## src/shared/aebp_pkg.sv

```systemverilog
/*
 * Constants, register map and carrier types of the asynchronous external
 * bus port. Assumes a 100 MHz core clock shared by all users of the package.
 */
package aebp_pkg;
  localparam int CLK_NS = 10;
  // Wishbone register byte offsets
  localparam logic [7:0] REG_PHASE  = 8'h00;
  localparam logic [7:0] REG_MADDR  = 8'h04;
  localparam logic [7:0] REG_MDATA  = 8'h08;
  localparam logic [7:0] REG_MCMD   = 8'h0C;
  localparam logic [7:0] REG_MRDATA = 8'h10;
  localparam logic [7:0] REG_SCFG   = 8'h14;
  localparam logic [7:0] REG_SSTAT  = 8'h18;
  // Field positions
  localparam int PH_SETUP = 0;
  localparam int PH_DATA  = 8;
  localparam int PH_HOLD  = 16;
  localparam int PH_RECOV = 24;
  localparam int PH_W     = 7;
  localparam int CMD_GO   = 0;
  localparam int CMD_WR   = 1;
  localparam int CMD_WORD = 2;
  localparam int CMD_DBL  = 3;
  localparam int SCFG_DLY = 0;
  localparam int SCFG_CON = 2;
  localparam logic [31:0] PHASE_RST = 32'h0101_0101;
  localparam logic [2:0]  SCFG_RST  = 3'h0;
  // Timing in ns and derived cycle counts
  localparam int WAIT_REL_MIN_NS = 10;
  localparam int SWAIT_START_NS  = 36;
  localparam int SWAIT_MAX_NS    = 90;
  localparam int RD_FREE_NS      = 59;
  localparam int RD_CONT_NS      = 116;
  localparam int WE_STEP_NS      = 5;
  localparam int WDSU_NS         = 8;
  localparam int WAIT_REL_CYC  = (WAIT_REL_MIN_NS + CLK_NS - 1) / CLK_NS;
  localparam int SWAIT_ST_CYC  = SWAIT_START_NS / CLK_NS;
  localparam int SWAIT_MAX_CYC = SWAIT_MAX_NS / CLK_NS;
  localparam int RD_FREE_CYC   = RD_FREE_NS / CLK_NS;
  localparam int RD_CONT_CYC   = RD_CONT_NS / CLK_NS;

  typedef enum logic [2:0] {
    M_IDLE  = 3'b000,
    M_SETUP = 3'b001,
    M_DATA  = 3'b011,
    M_HOLD  = 3'b010,
    M_RECOV = 3'b110
  } aebp_mstate_type;

  typedef enum logic [1:0] {
    S_IDLE = 2'b00,
    S_DLY  = 2'b01,
    S_REQ  = 2'b11,
    S_DONE = 2'b10
  } aebp_sstate_type;

  typedef struct packed {
    logic [23:0] addr;
    logic        wr;
    logic        word;
    logic        dbl;
  } aebp_mcmd_type;

  typedef struct packed {
    logic        req;
    logic        we;
    logic [15:0] addr;
    logic [1:0]  be;
    logic [15:0] wdata;
  } aebp_ireq_type;
endpackage : aebp_pkg

```

## src/rtl/aebp_port.sv

```systemverilog
/* Asynchronous external bus port: phased master transfers to peripherals,
   a slave engine for an external processor, registers over Wishbone.
   Assumes all pin inputs synchronous to clk_i (external synchronisers). */
// Operation
// - Wider transfers split into consecutive bus-width transfers.
// - Master setup, data, hold, recover phases each last 1 to 127 cycles.
// - Wait holds data phase; release moves to hold within 10 to 20 ns.
// - Software sizes unwaited read data phase for strobe, access, setup.
// - Slave write delay code 0..3 adds 0..15 ns before data capture.
// - Slave read data valid within 59 ns, or 116 ns with contention.
// - Slave wait rises within 36 ns plus delay; lasts 5 to 90 ns.
`timescale 1ns/1ps
module aebp_port
  import aebp_pkg::*;
(
  input  wire logic        clk_i,
  input  wire logic        rst_i,
  input  wire logic        ce_i,
  input  wire logic        wb_cyc_i,
  input  wire logic        wb_stb_i,
  input  wire logic        wb_we_i,
  input  wire logic [7:0]  wb_adr_i,
  input  wire logic [3:0]  wb_sel_i,
  input  wire logic [31:0] wb_dat_i,
  output logic      [31:0] wb_dat_o,
  output logic             wb_ack_o,
  output logic      [23:0] m_addr_o,
  output logic      [15:0] m_data_o,
  output logic             m_data_oe_o,
  input  wire logic [15:0] m_data_i,
  output logic             m_cs_n_o,
  output logic             master_read_strobe_n_o,
  output logic             m_write_strobe_n_o,
  output logic      [1:0]  m_lane_n_o,
  input  wire logic        master_wait_in_i,
  input  wire logic        s_cs_n_i,
  input  wire logic        s_read_n_i,
  input  wire logic        s_write_n_i,
  input  wire logic [15:0] s_addr_i,
  input  wire logic [1:0]  s_lane_n_i,
  input  wire logic [15:0] s_data_i,
  output logic      [15:0] s_data_o,
  output logic             s_data_oe_o,
  output logic             slave_wait_out_o,
  output aebp_ireq_type    int_req_o,
  input  wire logic [15:0] int_rdata_i,
  input  wire logic        int_ack_i
);

  function automatic logic [6:0] plen(input logic [6:0] x);
    plen = (x == 7'h00) ? 7'h01 : x;
  endfunction : plen
  // Cycles until write data is guaranteed, rounded up
  function automatic logic [3:0] wdly(input logic [1:0] code);
    wdly = 4'((WDSU_NS + WE_STEP_NS * int'(code) + CLK_NS - 1) / CLK_NS);
  endfunction : wdly
  logic [31:0]     phase_reg;
  logic [23:0]     maddr;
  logic [31:0]     mdata;
  logic [31:0]     mrdata;
  logic [2:0]      scfg;
  aebp_mcmd_type   mcmd;
  aebp_mstate_type mst;
  logic [6:0]      mcnt;
  logic            part;
  aebp_sstate_type sst;
  logic [3:0]      scnt;
  logic [3:0]      swcnt;
  logic [15:0]     srdata;

  // Wishbone slave: one-cycle registered ack
  wire wb_req  = wb_cyc_i & wb_stb_i & ~wb_ack_o;
  wire wb_wr   = wb_req & wb_we_i & ce_i;
  wire m_busy  = (mst != M_IDLE);
  wire go_cmd  = wb_wr & (wb_adr_i == REG_MCMD) & wb_sel_i[0]
               & wb_dat_i[CMD_GO] & ~m_busy;
  wire [6:0] len_setup = plen(phase_reg[PH_SETUP +: PH_W]);
  wire [6:0] len_data  = plen(phase_reg[PH_DATA  +: PH_W]);
  wire [6:0] len_hold  = plen(phase_reg[PH_HOLD  +: PH_W]);
  wire [6:0] len_recov = plen(phase_reg[PH_RECOV +: PH_W]);

  logic [31:0] next_rd;
  always_comb begin
    case (wb_adr_i)
      REG_PHASE:  next_rd = phase_reg;
      REG_MADDR:  next_rd = {8'h00, maddr};
      REG_MDATA:  next_rd = mdata;
      REG_MCMD:   next_rd = {31'h0000_0000, m_busy};
      REG_MRDATA: next_rd = mrdata;
      REG_SCFG:   next_rd = {29'h0000_0000, scfg};
      REG_SSTAT:  next_rd = {26'h000_0000, swcnt, slave_wait_out_o,
                             (sst != S_IDLE)};
      default:    next_rd = 32'h0000_0000;
    endcase
  end

  always_ff @(posedge clk_i) begin
    if (rst_i) begin
      wb_ack_o <= 1'b0;
      wb_dat_o <= 32'h0000_0000;
    end else if (ce_i) begin
      wb_ack_o <= wb_req;
      wb_dat_o <= wb_req ? next_rd : 32'h0000_0000;
    end
  end

  // Byte-lane aware register writes
  always_ff @(posedge clk_i) begin
    if (rst_i) begin
      phase_reg <= PHASE_RST;
      maddr     <= 24'h00_0000;
      mdata     <= 32'h0000_0000;
      scfg      <= SCFG_RST;
    end else if (wb_wr) begin
      for (int b = 0; b < 4; b++) begin
        if (wb_sel_i[b] && wb_adr_i == REG_PHASE)
          phase_reg[b*8 +: 8] <= wb_dat_i[b*8 +: 8];
        if (wb_sel_i[b] && wb_adr_i == REG_MDATA)
          mdata[b*8 +: 8] <= wb_dat_i[b*8 +: 8];
        if (wb_sel_i[b] && b < 3 && wb_adr_i == REG_MADDR)
          maddr[b*8 +: 8] <= wb_dat_i[b*8 +: 8];
      end
      if (wb_sel_i[0] && wb_adr_i == REG_SCFG)
        scfg <= wb_dat_i[2:0];
    end
  end

  // Master engine
  wire data_end = (mst == M_DATA) & (mcnt == 7'h00)
                & ~master_wait_in_i;
  wire [23:0] cur_addr = mcmd.dbl ? {mcmd.addr[23:2], part, 1'b0}
                       : mcmd.word ? {mcmd.addr[23:1], 1'b0}
                       : mcmd.addr;
  wire [15:0] cur_wdata = part ? mdata[31:16] : mdata[15:0];

  always_ff @(posedge clk_i) begin
    if (rst_i) begin
      mst    <= M_IDLE;
      mcnt   <= 7'h00;
      part   <= 1'b0;
      mcmd   <= '0;
      mrdata <= 32'h0000_0000;
    end else if (ce_i) begin
      case (mst)
        M_IDLE: if (go_cmd) begin
          mcmd <= '{addr: maddr, wr: wb_dat_i[CMD_WR],
                    word: wb_dat_i[CMD_WORD] | wb_dat_i[CMD_DBL],
                    dbl: wb_dat_i[CMD_DBL]};
          part <= 1'b0;
          mst  <= M_SETUP;
          mcnt <= len_setup - 7'h01;
        end
        M_SETUP: if (mcnt == 7'h00) begin
          mst  <= M_DATA;
          mcnt <= len_data - 7'h01;
        end else mcnt <= mcnt - 7'h01;
        M_DATA: if (data_end) begin
          // Sampling at the last data cycle; data length covers access
          if (!mcmd.wr) begin
            if (!mcmd.word)
              mrdata <= {24'h00_0000, cur_addr[0] ? m_data_i[15:8]
                                                  : m_data_i[7:0]};
            else if (part) mrdata[31:16] <= m_data_i;
            else mrdata <= {16'h0000, m_data_i};
          end
          mst  <= M_HOLD;
          mcnt <= len_hold - 7'h01;
        end else if (mcnt != 7'h00) mcnt <= mcnt - 7'h01;
        M_HOLD: if (mcnt == 7'h00) begin
          mst  <= M_RECOV;
          mcnt <= len_recov - 7'h01;
        end else mcnt <= mcnt - 7'h01;
        M_RECOV: if (mcnt == 7'h00) begin
          if (mcmd.dbl && !part) begin
            part <= 1'b1;
            mst  <= M_SETUP;
            mcnt <= len_setup - 7'h01;
          end else mst <= M_IDLE;
        end else mcnt <= mcnt - 7'h01;
        default: mst <= M_IDLE;
      endcase
    end
  end

  wire in_acc = (mst == M_SETUP) | (mst == M_DATA) | (mst == M_HOLD);
  wire [15:0] lane_data = mcmd.word ? cur_wdata
                        : (cur_addr[0] ? {mdata[7:0], 8'h00}
                                       : {8'h00, mdata[7:0]});
  always_ff @(posedge clk_i) begin
    if (rst_i) begin
      m_addr_o    <= 24'h00_0000;
      m_data_o    <= 16'h0000;
      m_data_oe_o <= 1'b0;
      m_lane_n_o  <= 2'b11;
    end else if (ce_i) begin
      m_addr_o    <= in_acc ? cur_addr : 24'h00_0000;
      m_data_o    <= (in_acc & mcmd.wr) ? lane_data : 16'h0000;
      m_data_oe_o <= in_acc & mcmd.wr;
      m_lane_n_o  <= ~in_acc ? 2'b11 : mcmd.word ? 2'b00
                   : {~cur_addr[0], cur_addr[0]};
    end
  end
  assign m_cs_n_o               = ~in_acc;
  assign master_read_strobe_n_o = ~((mst == M_DATA) & ~mcmd.wr);
  assign m_write_strobe_n_o     = ~((mst == M_DATA) & mcmd.wr);

  // Slave engine
  wire s_rd  = ~s_cs_n_i & ~s_read_n_i;
  wire s_wrs = ~s_cs_n_i & ~s_write_n_i;
  logic s_we;

  always_ff @(posedge clk_i) begin
    if (rst_i) begin
      sst       <= S_IDLE;
      scnt      <= 4'h0;
      s_we      <= 1'b0;
      int_req_o <= '0;
      srdata    <= 16'h0000;
    end else if (ce_i) begin
      case (sst)
        S_IDLE: if (s_wrs) begin
          s_we <= 1'b1;
          scnt <= wdly(scfg[SCFG_DLY +: 2]) - 4'h1;
          sst  <= S_DLY;
        end else if (s_rd) begin
          s_we      <= 1'b0;
          int_req_o <= '{req: 1'b1, we: 1'b0, addr: s_addr_i,
                         be: ~s_lane_n_i, wdata: 16'h0000};
          sst       <= S_REQ;
        end
        S_DLY: if (!s_wrs) sst <= S_IDLE;
        else if (scnt == 4'h0) begin
          int_req_o <= '{req: 1'b1, we: 1'b1, addr: s_addr_i,
                         be: ~s_lane_n_i, wdata: s_data_i};
          sst       <= S_REQ;
        end else scnt <= scnt - 4'h1;
        S_REQ: if (int_ack_i) begin
          int_req_o.req <= 1'b0;
          srdata        <= int_rdata_i;
          sst           <= S_DONE;
        end
        // Wait for strobe release so one strobe means one access
        S_DONE: if (!s_rd && !s_wrs) sst <= S_IDLE;
        default: sst <= S_IDLE;
      endcase
    end
  end

  // Wait counter bounds the pulse even if the resource stalls longer
  wire swait_want = (sst == S_DLY) | (sst == S_REQ);
  always_ff @(posedge clk_i) begin
    if (rst_i) begin
      swcnt            <= 4'h0;
      slave_wait_out_o <= 1'b0;
    end else if (ce_i) begin
      swcnt <= slave_wait_out_o ? swcnt + 4'h1 : 4'h0;
      slave_wait_out_o <= swait_want & ~(sst == S_REQ & int_ack_i)
                        & (swcnt < 4'(SWAIT_MAX_CYC - 1));
    end
  end
  assign s_data_o    = srdata;
  assign s_data_oe_o = s_rd & ~s_we & (sst == S_DONE);
endmodule : aebp_port

```

## config.mk

```make
export PLATFORM = sky130hd
export DESIGN_NAME = aebp_port
export DESIGN_NICKNAME = d
export VERILOG_FILES = /design/src/shared/aebp_pkg.sv /design/src/rtl/aebp_port.sv
export SDC_FILE = /design/constraint.sdc
export NUM_CORES = 1
export LEC_CHECK = 0
export ABC_AREA = 1
export BUFFER_PORTS_ARGS = -buffer_cell sky130_fd_sc_hd__buf_2
export CORE_MARGIN = 2
export CORE_UTILIZATION = 45
export DETAILED_ROUTE_END_ITERATION = 8
export PLACE_DENSITY = 0.67
export SLEW_MARGIN = 5
export SYNTH_ARGS = -nofsm -noshare
export SYNTH_HDL_FRONTEND = slang
export SYNTH_SLANG_ARGS = --single-unit
export TNS_END_PERCENT = 50
```

## constraint.sdc

```tcl
create_clock -name clk_i -period 3.1 [get_ports clk_i]
set_clock_uncertainty 0.15 [all_clocks]
set_input_delay 0.31 -clock clk_i [delete_from_list [all_inputs] [get_ports clk_i]]
set_output_delay 0.31 -clock clk_i [all_outputs]
set_load 0.005 [all_outputs]
```

# [After elaboration in Yosys (flattened, before gate mapping)]
# Index checks and enable logic that the tools add are counted.
[op_classes] n_mul=1 n_div=1 n_bitwise=38 addsub=11 order_cmp=1 eq_ne=32 n_mux=59 n_reduce_logical=58
[ops] operator="$pmux W32 S7" n=1
[ops] operator="$mux W36" n=4
[ops] operator="$mux W16" n=6
[ops] operator="$mux W7" n=11
[ops] operator="$pmux W35 S2" n=1
[ops] operator="$mux W32" n=2
[ops] operator="$logic_not A7 Y1" n=5
[ops] operator="$pmux W7 S5" n=1
[ops] operator="$sub A7 B1 Y7 const B" n=5
[ops] operator="$div A32 B5 Y32 const B" n=1
[ops] operator="$ne A2 B2 Y1 const B" n=15
[ops] operator="$reduce_and A5 Y1" n=5
[ops] operator="$eq A8 B5 Y1 const B" n=3
[ops] operator="$mux W24" n=1
[ops] operator="$reduce_and A2 Y1" n=12
[ops] operator="$and A1 B1 Y1" n=20
[ops] operator="$mux W2" n=9
[ops] operator="$eq A8 B4 Y1 const B" n=2
[ops] operator="$mux W4" n=4
[ops] operator="$mux W3" n=5
[ops] operator="$pmux W3 S5" n=1
[ops] operator="$logic_and A1 B1 Y1" n=14
[ops] operator="$not A1 Y1" n=13
[ops] operator="$ne A3 B3 Y1 const B" n=4
[ops] operator="other kinds (34)" n=56
[word_totals] out_inout_bits=133 ff_bits=301 word_cells=239

# [Logic depth before layout (Yosys ltp)]
# Gate-level depths: netlist of the first run.
[depth] word_depth=10 ltp_mapped=14 ltp_nobuf=14

# [Worst setup path after synthesis of the first run]
# No wires, ideal clock.
[synth_timing] path_kind="register to register" startpoint="reg mcnt[0]" endpoint="reg mrdata[13]" required_time_ns=2.869 setup_slack_ns=1.130 path_buffers=1 stages_incl_launch_ff=12 arrival_ns=1.739 cell_sequence="dfxtp_1 -> inv_1 -> ha_1 -> nand2_1 -> nor2_4 -> nand3_4 -> clkinv_2 -> nand3_4 -> nor2_4 -> buf_6 -> nor2_1 -> a211oi_2"
[synth_between] elab_chain_len=4
[synth_rtl] item="from (decl)" line="aebp_port.sv:64" text="logic [6:0] mcnt;"
[synth_rtl] item="from (signal assigned)" line="aebp_port.sv:151" text="mcnt <= len_setup - 7'h01;"
[synth_rtl] item="from (signal assigned)" line="aebp_port.sv:155" text="mcnt <= len_data - 7'h01;"
[synth_rtl] item="from (signal assigned)" line="aebp_port.sv:156" text="end else mcnt <= mcnt - 7'h01;"
[synth_rtl] item="$logic_not A7 Y1" line="aebp_port.sv:129" text="wire data_end = (mst == M_DATA) & (mcnt == 7'h00)"
[synth_rtl] item="$and A1 B1 Y1" line="aebp_port.sv:129"
[synth_rtl] item="$and A1 B1 Y1" line="aebp_port.sv:130" text="& ~master_wait_in_i;"
[synth_rtl] item="$reduce_and A5 Y1 (no source line)"
[synth_rtl] item="to (signal assigned)" line="aebp_port.sv:161" text="mrdata <= {24'h00_0000, cur_addr[0] ? m_data_i[15:8]"
[synth_rtl] item="to (signal assigned)" line="aebp_port.sv:164" text="else mrdata <= {16'h0000, m_data_i};"
[synth_rtl] item="to (decl)" line="aebp_port.sv:60" text="logic [31:0] mrdata;"
# Every way passes these cells.
# A chain may end at the register's enable or synchronous reset.

# [Worst setup path after layout of the first run]
[layout_timing] startpoint="reg mcnt[0]" endpoint="reg mrdata[6]"
# The elaborated chain is that of the path after synthesis.

==> summary.md, run 1 <==
| Metric | Value |
|---|---|
| PostCTS Resize Cnt | `0` |
| Depth of the CTS H-tree | `2` |
| M2 GR Usage | `0.464` |
| Data arrival, critical path | `3170 ps` |
| First-pass GRT wire length | `71.4 mm` |
| Boundary Pins | `254` |
| HPWL after DPL | `31.9 mm` |
| Final hold violations | `0` |
| Remaining DRCs | `0` |
| Diode count | `0` |
| Total number of vias | `13900` |
| Post-synth ARST share | `0` |
| Top delay family on crit path | `buffers and inverters` |
| Core footprint | `28900 sq um` |
| Buf/Inv on CP | `4` |
| Die ar. | `31000 sq um` |
| Layout cells sized above 1 | `0.170` |
| RSZ-0062 raised after global routing | `no` |
| Crit path time final | `2860 ps` |
| Worst path depth | `12` |
| Final setup fails | `0` |
| Register area share after synthesis | `0.452` |
| Total GRT Usage | `0.290` |
| Starting Density | `0.460` |
| Hold Path Stages | `3` |
| GRT busiest layer | `met2` |
| Clk buf depth | `3` |
| Initial antenna violation count | `1` |
| Max Cap Viol | `0` |
| Hold Crit Start | `m_data_i[2]` |
| Ys flop type | `dfxtp_1` |
| Syn avg cell area | `7.20 sq um` |
| Worst reg2reg path depth | `12` |
| Cells after synthesis | `1851` |
| Worst slew pin tran | `954 ps` |
| Sw Share | `0.299` |
| Max stage delay on crit path | `580 ps` |
| Clk sinks | `301` |
| Area Overhead vs Synth | `28.3%` |
| Vias/cell | `5.38` |
| Leak | `7.17 nW` |
| Post-synth EDFFs | `0` |
| Startpoint Class | `flop` |
| Starting DRC count in detailed routing | `1354` |
| Crit Path Max Fanout | `14` |
| GPL Wtd Cong | `0.923` |
| Num CTS Buffers | `34` |
| FF+latch area | `6030 sq um` |
| CTS tree | `done` |
| Worst setup path class | `flop to flop` |
| Post-Syn Nets | `1983` |
| ANT nets after route | `0` |
| IO Port Bufs | `253` |
| Worst hold path class | `primary input to flop` |
| Max Slew Vio Count | `0` |
| Outcome | `complete, no violations` |
| FP Rows | `62` |
| Max IR drop VDD | `0.333 mV` |
| R2R Path End | `mrdata[6]` |
| Mapped cell area | `13300 sq um` |
| CTS clk-pin slew, worst paths | `60 ps` |
| Skew-Pair Late Insertion Delay | `520 ps` |
| CP endpoint kind | `flop` |
| Yosys reg bits | `301` |
| Endpoint, Worst Hold | `mrdata[18]` |
| Net Switching | `3.04 mW` |
| Routed wire length | `45.8 mm` |
| Final total power | `10.2 mW` |
| Slew margin rel. | `0.364` |
| FILL cells | `2716` |
| Fmax | `0.349 GHz` |
| Period utilization | `0.923` |
| Max reg flops | `36` |
| CTS Root Cell | `clkbuf_16` |
| Die H | `176 microns` |
| Origin of the critical flop-to-flop path | `mcnt[0]` |
| Power per cell area | `595 nW/um^2` |
| Worst-path cell chain | `inv_1, ha_1, nand2_1, nor2_4, nand3_4, clkinv_2, nand3_4, nor2_4, buf_4, o21ai_1, a31oi_1, dlygate4sd3_1` |
| Critical Path RT | `3410 ps` |
| Vias in the first global route | `13100` |
| P_int | `7.13 mW` |
| Worst reg2reg setup slack | `240 ps` |
| Yosys cell types | `41` |
| Clock Power Share | `0.412` |
| Nets | `2307` |
| Sequential Power Share | `0.400` |
| Setup_tns | `0 ps` |
| Die width | `176 microns` |
| Met1 Use GR | `0.392` |
| Routed len/inst | `17.7 microns` |
| TritonRoute pass-1 iters | `6` |
| Largest Register | `int_req_o` |
| Yosys warns | `0` |
| Area occupied by multi-input gates | `6200 sq um` |
| Largest net degree at the start of global routing | `160` |
| Comb pwr share | `0.188` |
| Highest-delay cell along the critical path | `dlygate4sd3_1` |
| GRT Residual Overflow | `0` |
| Met3 GRT Util | `0.0508` |
-- cell usage after synthesis (4+ instances only) --
cell / count / share of area
nor3_1: 20 / 0.0075
o2111ai_1: 19 / 0.012
a31oi_1: 10 / 0.0047
a211oi_1: 33 / 0.019
nand3_1: 59 / 0.022
o221ai_1: 16 / 0.011
nor2_2: 8 / 0.0038
dfxtp_1: 301 / 0.45
buf_2: 14 / 0.0053
o22ai_1: 6 / 0.0028
ha_1: 11 / 0.010
o21ai_0: 189 / 0.071
a211oi_2: 12 / 0.011
o21ai_1: 4 / 0.0015
a21oi_1: 226 / 0.085
nor2_1: 196 / 0.055
nand2_1: 403 / 0.11
inv_1: 182 / 0.051
nand4_1: 21 / 0.0099
xor2_1: 8 / 0.0053
o211ai_1: 6 / 0.0034
clkbuf_1: 76 / 0.021
nor2_4: 4 / 0.0034
-- routing by layer --
metal / wire length (microns) / vias to the layer above
met5: 13 / -
met4: 1770 / 2
met3: 3430 / 114
met2: 20600 / 606
met1: 20000 / 6388
li1: - / 6801
-- kinds of logic after synthesis --
family                     Yosys count  synth area share
buffers and inverters              282            0.0826
adders and majority gates           11            0.0103
AOI/OAI and AO/OA                  523             0.222
DFF                                301             0.452
and+or+nand+nor                    724             0.226
xor gates and xnor gates            10           0.00657
-- worst reg2reg max path, delay by kind of cell, from the launching register on --
family | cells | cell delay (ps)
buffers and inverters | 4 | 1140
flip-flops | 1 | 330
AO/OA/AOI/OAI | 2 | 260
AND/OR/NAND/NOR | 5 | 700
adder cells (fa/ha/maj) | 1 | 220
-- power by group through the flow --
stage	logic (mW)	clock network (mW)	registers, mW
2_1_floorplan	1.17	0	4.12
3_3_place_gp	1.77	0	4.14
3_5_place_dp	1.77	0	4.15
4_1_cts	1.88	4.23	4.06
5_1_grt	2.11	4.40	4.07
6_report	1.91	4.19	4.06
-- repair_timing --
item | CTS | global route
endpoints found under the setup margin | 0 | 2
setup buffers | 0 | 1
hold endpoints to repair | 142 | 0
hold buffers | 100 | 0
-- through the flow --
step | setup WS, ps | hold WS, ps | utilization | instances | instance area, sq um
6_report | 238 | 11.1 | 0.591 | 2585 | 17100
5_1_grt | 92.0 | 14.9 | 0.591 | 2585 | 17100
2_1_floorplan | 1130 | 250 | - | 1851 | 13300
3_3_place_gp | 557 | 282 | 0.516 | 2422 | 14900
4_1_cts | 100 | 2.50 | 0.590 | 2584 | 17100
3_5_place_dp | 532 | 286 | 0.516 | 2422 | 14900
-- worst max path at each step --
stage / from / end
6_report: mcnt[0] / mrdata[6]
5_1_grt: mcnt[0] / mrdata[6]
4_1_cts: mcnt[0] / mrdata[6]
3_5_place_dp: ce_i / s_data_o[5]
3_3_place_gp: wb_adr_i[5] / wb_dat_o[3]
2_1_floorplan: mcnt[0] / mrdata[13]
-- layout make-up --
cell class	count	area share
clock buffer	51	0.0589
clock inverter	11	0.00908
inverter	187	0.0411
multi-input combinational	1268	0.363
sequential	301	0.353
tap	384	0.0281
timing repair buffer	383	0.147
-- placed cells by master, fill, tap and decap left out, drive strengths merged, types with 16 or more instances in the layout --
cell type    Yosys  final
a211oi          45     45
a21oi          226    226
buf             19    283
clkbuf          76     51
dfxtp          301    301
dlygate4sd3      0    100
inv            184    187
nand2          403    403
nand3           62     62
nand4           21     21
nor2           208    208
nor3            23     23
o2111ai         19     19
o21ai          193    193
o221ai          16     16
(Power assumes the default switching activity.)
==> run 2, diff against run 1 <==
CORE_ASPECT_RATIO = 1.75   (was unset)
==> summary.md, run 2 (synthesized netlist as in run 1, its figures left out) <==
| Metric | Value |
|---|---|
| Skew-Pair Late Insertion Delay | `580 ps (+60 ps)` |
| Worst setup path class | `flop to flop` |
| Vias/cell | `5.44 (+1.1%)` |
| Post-place setup slack | `561 ps (+29.1 ps)` |
| Top layer in use | `met4` |
| CTS tree | `done` |
| Routed wire length | `48.1 mm (+5.1%)` |
| Total GRT Usage | `0.304 (+0.0133)` |
| Critical Path RT | `3460 ps (+50 ps)` |
| Leak | `7.08 nW (-1.2%)` |
| Worst setup slack after layout | `194 ps (-43.8 ps)` |
| Data arrival, critical path | `3270 ps (+100 ps)` |
| CTS Root Cell | `clkbuf_16` |
| Final hold violations | `0 (unchanged)` |
| Layout cells sized above 1 | `0.169 (-0.00120)` |
| Outcome | `complete, no violations` |
| CTS clk-pin slew, worst paths | `70 ps (about the same)` |
| Power per cell area | `565 nW/um^2 (-5.0%)` |
| ANT nets after route | `0 (unchanged)` |
| Total number of vias | `14000 (+0.70%)` |
| Worst reg2reg path depth | `11 (-1)` |
| Remaining DRCs | `0 (unchanged)` |
| Nets | `2306 (-0.043%)` |
| Commonest non-fill, non-tap cell in the layout | `nand2_1` |
| Origin of the critical flop-to-flop path | `mcnt[0]` |
| RSZ-0062 raised after global routing | `no` |
| Worst hold path class | `primary input to flop` |
| Core footprint | `29300 sq um (+1.2%)` |
| FP Rows | `83 (+34%)` |
| Die ar. | `31100 sq um (+0.18%)` |
| Routed length on met3 | `3.04 mm (-11%)` |
| Fin util | `0.578 (-0.0124)` |
| Slew margin rel. | `0.230 (-0.134)` |
| WL met2 | `23.7 mm (+15%)` |
| Crit path time final | `2910 ps (+43.8 ps)` |
| IO Port Bufs | `253 (unchanged)` |
| Largest Register | `int_req_o` |
| Fmax | `0.344 GHz (-1.5%)` |
| Max IR drop VDD | `0.424 mV (+28%)` |
| Worst slew pin tran | `1150 ps (+201 ps)` |
| TritonRoute pass-1 iters | `6 (unchanged)` |
| Die width | `134 microns (-24%)` |
| R2R Path End | `mrdata[2]` |
| Num CTS Buffers | `28 (-18%)` |
| Crit Path Max Fanout | `15 (+1)` |
| Routed len/inst | `18.7 microns (+5.5%)` |
| Starting Density | `0.455 (-0.00551)` |
| Max Slew Vio Count | `0 (unchanged)` |
| CP endpoint kind | `flop` |
| Die H | `232 microns (+32%)` |
| WHS | `3.94 ps (-7.20 ps)` |
| Setup crit start | `mcnt[0]` |
| Depth of the CTS H-tree | `1 (-1)` |
| Crit path to | `mrdata[2]` |
| Starting DRC count in detailed routing | `1275 (-5.8%)` |
| Max Cap Viol | `0 (unchanged)` |
| Vias in the first global route | `13600 (+3.9%)` |
| Clk sinks | `301 (unchanged)` |
| DRT met1 WL | `17.4 mm (-13%)` |
| Area Overhead vs Synth | `27.1%` |
| Max reg flops | `36 (unchanged)` |
| Commonest cells after routing, fill and taps aside | `403 x nand2_1, 301 x dfxtp_1, 252 x buf_2` |
| Boundary Pins | `254 (unchanged)` |
| Hold Crit Start | `s_write_n_i` |
| Clk buf depth | `3 (unchanged)` |
| Startpoint Class | `flop` |
| Setup_tns | `0 ps (unchanged)` |
| Period utilization | `0.937 (+0.0141)` |
| Worst reg2reg setup slack | `190 ps (-40 ps)` |
| Diode count | `0 (unchanged)` |
| HPWL after DPL | `34.4 mm (+7.8%)` |
| Initial antenna violation count | `0 (-1)` |
| GRT Residual Overflow | `0 (unchanged)` |
| Final setup fails | `0 (unchanged)` |
| GPL Wtd Cong | `0.946 (+2.5%)` |
| First-pass GRT wire length | `73.9 mm (+3.5%)` |
| Largest net degree at the start of global routing | `100 (-38%)` |
## run 2: cell types whose count changed in the layout (fill, tap and decap cells not counted)
cell	previous run	this run
nor4_4	0	1
inv_6	2	0
clkbuf_1	9	1
clkinv_8	0	1
nor2_2	9	10
nor4_2	1	0
clkinvlp_4	1	4
clkbuf_16	35	28
inv_16	1	0
dlygate4sd3_1	100	104
clkbuf_8	7	6
clkinv_2	5	7
## run 2: per-layer routing
layer / vias to the layer above / track usage
li1: 6812 / -
met1: 6394 / 0.326
met2: 633 / 0.538
met3: 169 / 0.0418
met4: 0 / 0.224
met5: - / 0
## run 2: worst min path at each step
stage / cells past startpoint / to / slack [ps]
4_1_cts: 4 / s_we / 6
2_1_floorplan: 1 / int_req_o[17] / 250
3_5_place_dp: 2 / mcmd[12] / 280
3_3_place_gp: 2 / mcmd[13] / 280
5_1_grt: 3 / wb_ack_o / 30
6_report: 4 / s_we / 4
## run 2: through the flow
stage	cell area, sq um	power, mW	instances
floorplan	13300	5.29	1851
detailed placement	14900	5.91	2421
CTS	16900	9.58	2574
global route	16900	9.99	2575
global placement	14900	5.90	2421
finish	16900	9.57	2575
## run 2: layout make-up
| cell class | count | area [sq um] |
|---|---|---|
| Clock buffer | 35 | 787 |
| Clock inverter | 14 | 166 |
| Fill cell | 2770 | 12400 |
| Inverter | 187 | 703 |
| Multi-Input combinational cell | 1269 | 6210 |
| Sequential cell | 301 | 6030 |
| Tap cell | 382 | 478 |
| Timing Repair Buffer | 387 | 2560 |
## run 2: repair_timing
item,CTS,global route
endpoints found under the hold margin,169,0
setup buffers,0,0
endpoints found under the setup margin,0,6
resized for setup,0,1
hold buffers,104,0
## run 2: worst max-delay path, cell delays in order, from the launching register on
cell and delay (ps):
dfxtp_1 330, inv_1 210, ha_1 230, nand2_1 90, nor2_4 140, nand3_4 130, clkinv_2 130, nand3_4 190
nor2_4 340, o21ai_0 120, a31oi_1 180, dlygate4sd3_1 600
## run 2: power by group
group	total (mW)	switching (mW)	internal, mW	leakage [nW]
clock network	3.62	1.57	2.05	0.463
registers	4.07	0.0985	3.97	2.43
logic	1.89	1.25	0.646	4.19
total	9.57	2.92	6.66	7.08
